[config.mk]
export PLATFORM = sky130hd
export DESIGN_NAME = dfs_damping_switch
export DESIGN_NICKNAME = d
export VERILOG_FILES = /design/src/dfs_pkg.sv /design/src/dfs_damping_switch.sv
export SDC_FILE = /design/constraint.sdc
export NUM_CORES = 1
export LEC_CHECK = 0
export BUFFER_PORTS_ARGS = -buffer_cell sky130_fd_sc_hd__buf_4
export CAP_MARGIN = 30
export CORE_ASPECT_RATIO = 0.75
export CORE_MARGIN = 3
export CORE_UTILIZATION = 45
export CTS_BUF_LIST = sky130_fd_sc_hd__clkbuf_8
export DETAILED_ROUTE_END_ITERATION = 8
export GPL_TIMING_DRIVEN = 0
export HOLD_SLACK_MARGIN = 0.15
export SYNTH_ARGS = -nofsm -noshare
export SYNTH_HDL_FRONTEND = slang
export SYNTH_SLANG_ARGS = --single-unit
[constraint.sdc]
create_clock -name i_sys_clk -period 28.6 [get_ports i_sys_clk]
set_input_delay 2.86 -clock i_sys_clk [delete_from_list [all_inputs] [get_ports i_sys_clk]]
set_output_delay 2.86 -clock i_sys_clk [all_outputs]
set_load 0.05 [all_outputs]
[src/dfs_pkg.sv]
// Constants and carriers for the damping filter switching stage.
// Assumes one 100 MHz clock; all settings and commands arrive as plain ports.
// What this block does
// Apply new settings only when per-period command count leaves zero while in position.
// Settings changed outside position control are not applied on a mode change.
// On a switch, residual command held in the filter is released at once.
// New settings usable only after a computation delay; switching inside it is held off.
// Third and fourth frequencies span 0 to 2000; values 0 to 9 disable them.
// Each width is clamped to the smaller of frequency and 2000 minus frequency.
// Depth acts on the first damping setting only.
// Selection 0 allows two active settings; selection 3 picks settings by direction.
// Depth 0 to 1000; zero is deepest, larger values reduce depth and delay.
// Filtering acts on the command path only in position control.
// A disabled or unselected setting passes the command unchanged with no delay.
`default_nettype none
package dfs_pkg;
    // =========================================================
    // Ranges and timing
    localparam logic [10:0] DFS_FREQ_MAX    = 11'h7D0;
    localparam logic [10:0] DFS_FREQ_MIN_ON = 11'h00A;
    localparam logic [9:0]  DFS_DEPTH_MAX   = 10'h3E8;
    localparam logic [9:0]  DFS_WIDTH_MAX   = 10'h3E8;
    localparam int          DFS_CLK_MHZ     = 100;
    localparam int          DFS_PERIOD_NS   = 166000;
    localparam int          DFS_PERIOD_CYC  = DFS_PERIOD_NS * DFS_CLK_MHZ / 1000;
    localparam int          DFS_CALC_US     = 20;
    localparam int          DFS_CALC_CYC    = DFS_CALC_US * DFS_CLK_MHZ;
    localparam logic [1:0]  DFS_SEL_TWO     = 2'h0;
    localparam logic [1:0]  DFS_SEL_DIR     = 2'h3;
    localparam logic [15:0] DFS_CNT_RST     = 16'h0000;

    // =========================================================
    // Carriers
    typedef struct packed {
        logic [10:0] freq;
        logic [9:0]  width;
    } dfs_set_s;

    typedef struct packed {
        dfs_set_s [3:0] set;
        logic [9:0]     depth;
    } dfs_cfg_s;

    typedef enum logic [2:0] {
        DFS_IDLE = 3'b001,
        DFS_CALC = 3'b010,
        DFS_RDY  = 3'b100
    } dfs_state_e;
endpackage
`default_nettype wire

[src/dfs_damping_switch.sv]
// Damping filter switching stage on the position command path.
// Assumes inputs synchronous to i_sys_clk; command is a signed pulse count
// delivered once per detection period with i_cmd_valid.
`timescale 1ns/1ps
`default_nettype none
module dfs_damping_switch
    import dfs_pkg::*;
#(
    parameter int CALC_CYC = DFS_CALC_CYC
) (
    input  wire logic              i_sys_clk,
    input  wire logic              i_rst_b,
    input  wire logic              i_pos_mode,
    input  wire logic              i_pos_complete,
    input  wire logic              i_cmd_valid,
    input  wire logic signed [15:0] i_cmd_pulses,
    input  wire logic              i_cfg_write,
    input  wire logic [1:0]        i_filter_select,
    input  wire logic [10:0]       i_first_damp_freq_setting,
    input  wire logic [9:0]        i_first_damp_width_setting,
    input  wire logic [10:0]       i_second_damp_freq_setting,
    input  wire logic [9:0]        i_second_damp_width_setting,
    input  wire logic [10:0]       i_third_damp_freq_setting,
    input  wire logic [9:0]        i_third_damp_width_setting,
    input  wire logic [10:0]       i_fourth_damp_freq_setting,
    input  wire logic [9:0]        i_fourth_damp_width_setting,
    input  wire logic [9:0]        i_first_damp_depth_setting,
    output logic signed [15:0]     o_cmd_out,
    output logic                   o_cmd_out_valid,
    output logic [3:0]             o_sect_active,
    output logic                   o_switch_pulse,
    output logic                   o_pending,
    output logic [43:0]            o_eff_freq,
    output logic [39:0]            o_eff_width,
    output logic [9:0]             o_eff_depth
);
    // =========================================================
    // State
    typedef struct packed {
        dfs_state_e      st;
        logic [15:0]     calc_cnt;
        logic            prev_zero;
        dfs_cfg_s        shadow;
        dfs_cfg_s        eff;
        logic            shadow_pos;
        logic signed [17:0] resid;
        logic signed [15:0] cmd_out;
        logic            out_valid;
        logic [3:0]      act;
        logic            sw;
        logic            pend;
    } dfs_state_s;

    dfs_state_s state_reg;
    dfs_state_s state_next;
    dfs_cfg_s   cfg_in;
    logic       trigger;
    logic       dir_pos;
    logic [3:0] sel_mask;
    logic [3:0] on_mask;
    logic signed [17:0] held;
    logic signed [17:0] pass;

    // Width clamp to min(freq, 2000-freq)
    function automatic logic [9:0] dfs_clamp(input logic [10:0] f,
                                              input logic [9:0] w);
        logic [10:0] lim;
        lim = (f < DFS_FREQ_MAX - f) ? f : 11'(DFS_FREQ_MAX - f);
        dfs_clamp = ({1'b0, w} > lim) ? lim[9:0] : w;
    endfunction

    always_comb begin
        cfg_in.set[0] = '{i_first_damp_freq_setting,  i_first_damp_width_setting};
        cfg_in.set[1] = '{i_second_damp_freq_setting, i_second_damp_width_setting};
        cfg_in.set[2] = '{i_third_damp_freq_setting,  i_third_damp_width_setting};
        cfg_in.set[3] = '{i_fourth_damp_freq_setting, i_fourth_damp_width_setting};
        cfg_in.depth  = (i_first_damp_depth_setting > DFS_DEPTH_MAX) ?
                        DFS_DEPTH_MAX : i_first_damp_depth_setting;
        for (int k = 0; k < 4; k++) begin
            if (cfg_in.set[k].freq > DFS_FREQ_MAX) begin
                cfg_in.set[k].freq = DFS_FREQ_MAX;
            end
            if (cfg_in.set[k].width > DFS_WIDTH_MAX) begin
                cfg_in.set[k].width = DFS_WIDTH_MAX;
            end
            cfg_in.set[k].width = dfs_clamp(cfg_in.set[k].freq,
                                            cfg_in.set[k].width);
        end
    end

    // Count leaves zero while settled
    assign trigger = i_cmd_valid && state_reg.prev_zero &&
                     (i_cmd_pulses != 16'sh0000) && i_pos_complete &&
                     i_pos_mode;
    assign dir_pos = !i_cmd_pulses[15];

    always_comb begin
        on_mask = 4'h0;
        for (int k = 0; k < 4; k++) begin
            on_mask[k] = state_reg.eff.set[k].freq >= DFS_FREQ_MIN_ON;
        end
        if (i_filter_select == DFS_SEL_DIR) begin
            sel_mask = dir_pos ? 4'h5 : 4'hA;
        end else begin
            // Lowest two enabled sections win
            sel_mask = 4'h0;
            for (int k = 0; k < 4; k++) begin
                if (on_mask[k] && ($countones(sel_mask) < 2)) begin
                    sel_mask[k] = 1'b1;
                end
            end
        end
    end

    always_comb begin
        state_next     = state_reg;
        state_next.sw  = 1'b0;
        state_next.out_valid = 1'b0;
        held = 18'sh00000;
        pass = 18'sh00000;
        unique case (state_reg.st)
            DFS_IDLE: begin
                if (i_cfg_write) begin
                    state_next.st = DFS_CALC;
                end
            end
            DFS_CALC: begin
                // Switching during the recompute leaves old values in place
                if (state_reg.calc_cnt == 16'(CALC_CYC - 1)) begin
                    state_next.st = DFS_RDY;
                end
            end
            DFS_RDY: begin
                if (trigger && state_reg.shadow_pos) begin
                    state_next.eff = state_reg.shadow;
                    state_next.sw  = 1'b1;
                    state_next.st  = DFS_IDLE;
                end
            end
        endcase
        if (i_cfg_write) begin
            state_next.shadow     = cfg_in;
            state_next.shadow_pos = i_pos_mode;
            state_next.calc_cnt   = DFS_CNT_RST;
            if (state_reg.st != DFS_IDLE) begin
                state_next.st = DFS_CALC;
            end
        end else if (state_reg.st == DFS_CALC) begin
            state_next.calc_cnt = state_reg.calc_cnt + 16'h0001;
        end
        state_next.pend = (state_next.st != DFS_IDLE);
        if (i_cmd_valid) begin
            state_next.prev_zero = (i_cmd_pulses == 16'sh0000);
            state_next.act = (i_pos_mode) ? (sel_mask & on_mask) : 4'h0;
            if (!i_pos_mode || (state_next.act == 4'h0)) begin
                // Straight through, residue flushed
                pass = 18'(i_cmd_pulses) + state_reg.resid;
                state_next.resid = 18'sh00000;
            end else if (state_next.sw) begin
                // Flushed command bypasses every section, old or new
                pass = 18'(i_cmd_pulses) + state_reg.resid;
                state_next.resid = 18'sh00000;
                state_next.act   = 4'h0;
            end else begin
                // Depth 0 holds half, depth max holds nothing
                held = 18'(((18'(i_cmd_pulses) + state_reg.resid) *
                        $signed({1'b0, DFS_DEPTH_MAX - state_reg.eff.depth}))
                        / 2000);
                if (!state_next.act[0]) begin
                    held = (18'(i_cmd_pulses) + state_reg.resid) >>> 1;
                end
                pass = 18'(i_cmd_pulses) + state_reg.resid - held;
                state_next.resid = held;
            end
            state_next.cmd_out   = 16'(pass);
            state_next.out_valid = 1'b1;
        end
    end

    always_ff @(posedge i_sys_clk or negedge i_rst_b) begin
        if (!i_rst_b) begin
            state_reg <= '{st: DFS_IDLE, calc_cnt: DFS_CNT_RST,
                           prev_zero: 1'b1, default: '0};
        end else begin
            state_reg <= state_next;
        end
    end

    always_comb begin
        o_cmd_out       = state_reg.cmd_out;
        o_cmd_out_valid = state_reg.out_valid;
        o_sect_active   = state_reg.act;
        o_switch_pulse  = state_reg.sw;
        o_pending       = state_reg.pend;
        o_eff_depth     = state_reg.eff.depth;
        for (int k = 0; k < 4; k++) begin
            o_eff_freq[k*11 +: 11] = state_reg.eff.set[k].freq;
            o_eff_width[k*10 +: 10] = state_reg.eff.set[k].width;
        end
    end
endmodule // dfs_damping_switch
`default_nettype wire

* Word-level counts from Yosys, hierarchy flattened
Cells that the tools add are included.
** Storage, ports and cells
- Register bits after elaboration :: 250
- Output and inout bits :: 117
- Bits of input ports :: 118
- Logic and storage cells :: 136
** Operators by class
- Add/sub/neg operators :: 11
- Magnitude comparators :: 24
- Mux-type cells :: 48
- Multipliers :: 1
- Equality and inequality tests :: 7
- Div/mod/pow operators :: 1
- Bitwise operators :: 1
- Reductions and logical operators :: 15
** Operator list (count)
- 18-bit 2-to-1 mux :: 6
- 10-bit 2-to-1 mux :: 9
- 11-bit 2-to-1 mux :: 8
- 16-bit 2-to-1 mux :: 4
- 10-bit greater-than comparator (second input constant) :: 5
- 11-bit by 4-bit greater-or-equal comparator with 1-bit output (second input constant) :: 4
- 10-bit by 11-bit greater-than comparator with 1-bit output :: 4
- 11-bit greater-than comparator (second input constant) :: 4
- 11-bit < comparator :: 4
- 11-bit subtractor (first input constant) :: 4
- 32-bit by 12-bit divider with 32-bit output (second input constant) :: 1
- 32-bit by 3-bit < comparator with 1-bit output (second input constant) :: 1
- 19-bit by 11-bit multiplier with 30-bit output :: 1
- 4-bit 2-to-1 mux :: 5
- 16-bit by 18-bit adder with 19-bit output :: 1
- 16-bit by 18-bit adder with 18-bit output :: 1
- 16-bit by 1-bit adder with 16-bit output (second input constant) :: 1
- 16-bit by 11-bit == test with 1-bit output (second input constant) :: 1
- 16-bit zero test :: 1
- 16-bit nonzero test :: 1
- 16-bit subtractor :: 1
- 3-bit 2-to-1 mux :: 5
- 10-bit subtractor (first input constant) :: 1
- 1-bit 2-to-1 mux :: 9
- 18 further kinds :: 26

* Longest topological paths before layout
- Word-level depth :: 26
- Gate-level depth with buffers :: 119
- Mapped depth without buffers :: 106

* Worst setup path after synthesis
Ideal clock, no wire load.
- Path type :: in2reg
- Start :: input port i_cmd_pulses[0]
- End :: register state_reg, in the netlist o_cmd_out[15]
- Setup slack :: 2588 ps
- Library setup time :: 125 ps
- Stages on the path :: 109
- Required time :: 28475 ps
- Arrival :: 25888 ps
- Cell sequence :: ha_1 -> inv_1 -> fa_1 -> inv_1 -> a21oi_1 -> o21bai_1 -> a21oi_1 -> o21bai_1 -> a21oi_1 -> o21bai_1 -> a21oi_1 -> o21bai_1 -> a21oi_1 -> o21bai_1 -> a21oi_1 -> o21bai_1 -> a21oi_1 -> o21bai_1 -> (+73 left out) -> a21o_1 -> a21o_1 -> a21o_1 -> a21o_1 -> a21oi_1 -> o21bai_1 -> a21oi_1 -> o21bai_1 -> a21oi_1 -> o21bai_1 -> a21oi_1 -> o21bai_1 -> a21o_1 -> a21oi_1 -> xnor2_1 -> nor2_1 -> xor2_1 -> mux2_2
** On the way
- Cells in the longest elaborated chain, start to end :: 10
- Elaborated cells on any way between the ends :: 18
** Ends and longest elaborated chain
- start, declared :: RTL line dfs_damping_switch.sv:16 : input wire logic signed [15:0] i_cmd_pulses,
- 16-bit by 18-bit adder with 19-bit output :: RTL line dfs_damping_switch.sv:166 : held = 18'(((18'(i_cmd_pulses) + state_reg.resid) *
- 19-bit by 11-bit multiplier with 30-bit output :: RTL line dfs_damping_switch.sv:166
- 32-bit by 12-bit divider with 32-bit output :: RTL line dfs_damping_switch.sv:168 : / 2000);
- 18-bit 2-to-1 mux :: RTL line dfs_damping_switch.sv:169 : if (!state_next.act[0]) begin
- 18-bit 2-to-1 mux :: RTL line dfs_damping_switch.sv:159 : end else if (state_next.sw) begin
- 18-bit 2-to-1 mux :: RTL line dfs_damping_switch.sv:155 : if (!i_pos_mode || (state_next.act == 4'h0)) begin
- 18-bit 2-to-1 mux :: RTL line dfs_damping_switch.sv:152 : if (i_cmd_valid) begin
- 16-bit subtractor :: RTL line dfs_damping_switch.sv:172 : pass = 18'(i_cmd_pulses) + state_reg.resid - held;
- 16-bit 2-to-1 mux :: RTL line dfs_damping_switch.sv:159
- 16-bit 2-to-1 mux (*) :: RTL line dfs_damping_switch.sv:155
- end signal, assigned :: RTL line dfs_damping_switch.sv:182 : state_reg <= '{st: DFS_IDLE, calc_cnt: DFS_CNT_RST,
- end signal, assigned :: RTL line dfs_damping_switch.sv:185 : state_reg <= state_next;
- end, declared :: RTL line dfs_damping_switch.sv:54 : dfs_state_s state_reg;
Every way passes the cells marked *; elsewhere a longest branch is shown, timed or not. The select of a mux whose other input is x is not followed.
A chain may end at the register's enable or synchronous reset.

* Final worst setup path
- Start :: input port i_cmd_pulses[1]
- End :: register state_reg, in the netlist o_cmd_out[15]
The elaborated chain is that of the path after synthesis.

==> reports/qor.yml <==
synth:
  synth_nets: 3949
  syn_inst: 3493
  avgSynthCellArea_sq_um: 8.542
  synth-edff-count: 0
  syn_area_sq_mm: 0.02984
  yosys_warnings: 0
  synth_seq_cells: 250
  synth_ff_type: "dfrtp_1"
  ys_types: 122
  yosysSeqAreaShare_pct: 20.98
  async_reset_ff_share_pct: 100.0
timing:
  min_period_over_period_pct: 96.43
  tightest_slew_ns: 1.020
  max_slew_margin_pct: 31.48
  drv_slew: 0
  fin_crit_ns: 27.58
  setup_viol: 0
  max_freq_mhz: 36.26
  finalClockSkew_ns: 0.03685
  hold_viol: 0
setup_path:
  cp.arrival_ns: 28.02
  start_kind: "input port"
  r2r_slack_ns: 3.08
  crit_fanout: 10
  worst_path_largest_cell_delay_ns: 0.59
  cpMaxStageDelayCell: "fa_1"
  worstSetupPathType: "input port to flip-flop"
  cp-end-kind: "flip-flop"
  required_ns: 29.04
detailed_routing:
  vias: 27110
  wl_per_cell_um: 20.04
  drt_wl_total_mm: 95.15
  drt_iter0_drc: 2117
  vias_per_cell: 5.710
  drc: 0
  drt_first_pass_iters: 6
  final_antenna_net_count: 0
final_layout:
  nNetsFinal: 4303
  finalNonFillerCells: 4748
  multi_input_area_sq_mm: 0.02212
  largest_reg_flops: 133
  n_antenna_cell: 0
  area_growth_pct: 19.13
  register_area_sq_mm: 0.006259
  drive_above_1_share_pct: 24.50
  finish.utilization_pct: 54.37
  fill_cells: 6185
clocking:
  cts_buffers: 39
  h-tree-depth: 2
  path_clk_slew_ns: 0.07
  cts-root-buf: "clkbuf_8"
  cts_tree: "done"
  insertion_delay_ns: 0.57
  cts.path.max_buffers: 3
  cts_sinks: 250
place:
  port_buffers: 232
  place_congestion: 0.9670
  dp_cells: 4612
  dp_hpwl_mm: 75.82
die:
  row_count: 81
  core_sq_mm: 0.06537
  die_area_sq_mm: 0.06946
  die_x_um: 303.3
  start_util_pct: 45.64
  io_pins: 235
  die_h_um: 229
grt:
  grt_max_degree: 118
  grt_use_total_pct: 26.94
  grt_first_pass_wirelength_mm: 148.4
  antenna_found_initial: 2
  grt_pass1_vias: 25920
  grt.overflow.total: 0
hold_path:
  hp-class: "flip-flop to flip-flop"
job:
  maxCapViolations: 0
outcome:
  status: "finished clean"
## path summary, 6_finish.rpt
check | endpoint | start | depth (start not counted)
max | o_cmd_out[15] | i_cmd_pulses[1] | 110
min | state_reg[210] | state_reg[210] | 1
max reg2reg | o_cmd_out[15] | state_reg[24] | 109
min reg2reg | state_reg[210] | state_reg[210] | 1
max in group asynchronous | state_reg[31] | i_rst_b | 2
min in group asynchronous | o_eff_width[7] | i_rst_b | 1
## cell usage after synthesis (74+ instances only)
| cell type | number | share of area (%) |
|---|---|---|
| nand2_1 | 319 | 4.0 |
| clkbuf_1 | 127 | 1.6 |
| mux2_2 | 172 | 6.5 |
| ha_1 | 169 | 7.1 |
| inv_1 | 295 | 3.7 |
| dfrtp_1 | 248 | 21 |
| o21ai_0 | 128 | 2.1 |
| xnor2_1 | 131 | 3.8 |
| buf_4 | 124 | 3.1 |
| xor2_1 | 74 | 2.2 |
| a21oi_1 | 203 | 3.4 |
| nand3_1 | 80 | 1.3 |
| nor2_1 | 252 | 3.2 |
| fa_1 | 169 | 11 |
## repair_timing
| action | 4_1_cts | 5_1_grt |
|---|---|---|
| hold buffers | 0 | 0 |
| pin swaps | 9 | 52 |
| setup endpoints to repair | 14 | 23 |
| gates cloned | 0 | 1 |
| gates resized for setup | 53 | 210 |
| setup buffers | 12 | 58 |
## cell usage in the layout (no fill, tap or decap), types with 15 or more instances in the layout
master	Yosys	layout
xnor2_1	131	115
buf_4	124	436
xor2_1	74	65
a211oi_1	22	15
and2_1	71	69
o211ai_1	34	34
o21ai_0	128	122
nand4_1	26	26
o2111ai_1	16	16
fa_1	169	167
nor2_1	252	246
o31a_1	17	17
a21oi_1	203	180
o21a_1	34	33
a21oi_2	7	25
o31ai_1	27	23
inv_1	295	304
nor3_1	62	57
a21o_1	55	55
clkbuf_8	0	45
clkbuf_1	127	109
mux2i_1	45	42
nor2b_1	46	45
nand3_1	80	75
buf_2	18	16
or3_1	25	25
o21ai_1	26	24
ha_1	169	165
nand2b_1	36	36
mux2_2	172	170
and3_1	36	36
nand2_1	319	316
nor4_1	22	17
dfrtp_1	248	248
a31oi_1	41	37
o21bai_1	32	26
## worst max-delay path, delay by kind of cell
| family | cells | cell delay (ns) |
|---|---|---|
| buffers and inverters | 13 | 2.14 |
| xor gates and xnor gates | 6 | 1.21 |
| adders and majority gates | 9 | 3.67 |
| muxes | 4 | 1.31 |
| AOI/OAI and AO/OA | 61 | 12.71 |
| and+or+nand+nor | 17 | 4.10 |
## area by class of cell
cell class                 count  area share [%]
sequential                   250           17.61
buffer                       272           4.530
clock inverter                26          0.6301
tap                          871           3.066
clock buffer                  45           1.742
inverter                     301           3.179
timing repair buffer         320           7.009
multi-input combinational   2663           62.24
## routing by layer
layer | vias to the layer above | GRT usage [%] | routed length (um)
met5 | - | 0 | 0
met1 | 13240 | 42.54 | 46450
li1 | 12890 | - | -
met4 | 0 | 4.332 | 1604
met3 | 89 | 7.345 | 8660
met2 | 892 | 36.65 | 38430
## metrics by stage
stage               setup WS [ns]  TNS, ns  hold WS, ns  area [sq um]
floorplan                   2.588        0       0.4456         29840
global placement           -2.373   -22.02       0.4609         32670
detailed placement         -2.363   -21.27       0.4656         32840
CTS                      0.001762        0       0.4800         34070
global route              -0.2426  -0.4546       0.4951         35540
finish                      1.022        0       0.4753         35540
## cells by family after synthesis
family	after synthesis	synth area share, %
AO/OA/AOI/OAI	851	20.09
XOR/XNOR	210	6.290
adder cells (fa/ha/maj)	340	18.49
buffers and inverters	580	9.074
flip-flops	250	20.98
multiplexers	219	8.097
AND/OR/NAND/NOR	1043	16.98
Power is left out: the tool's default activity adds up to more than one toggle a clock period on the data nets, which glitch-free logic cannot reach.
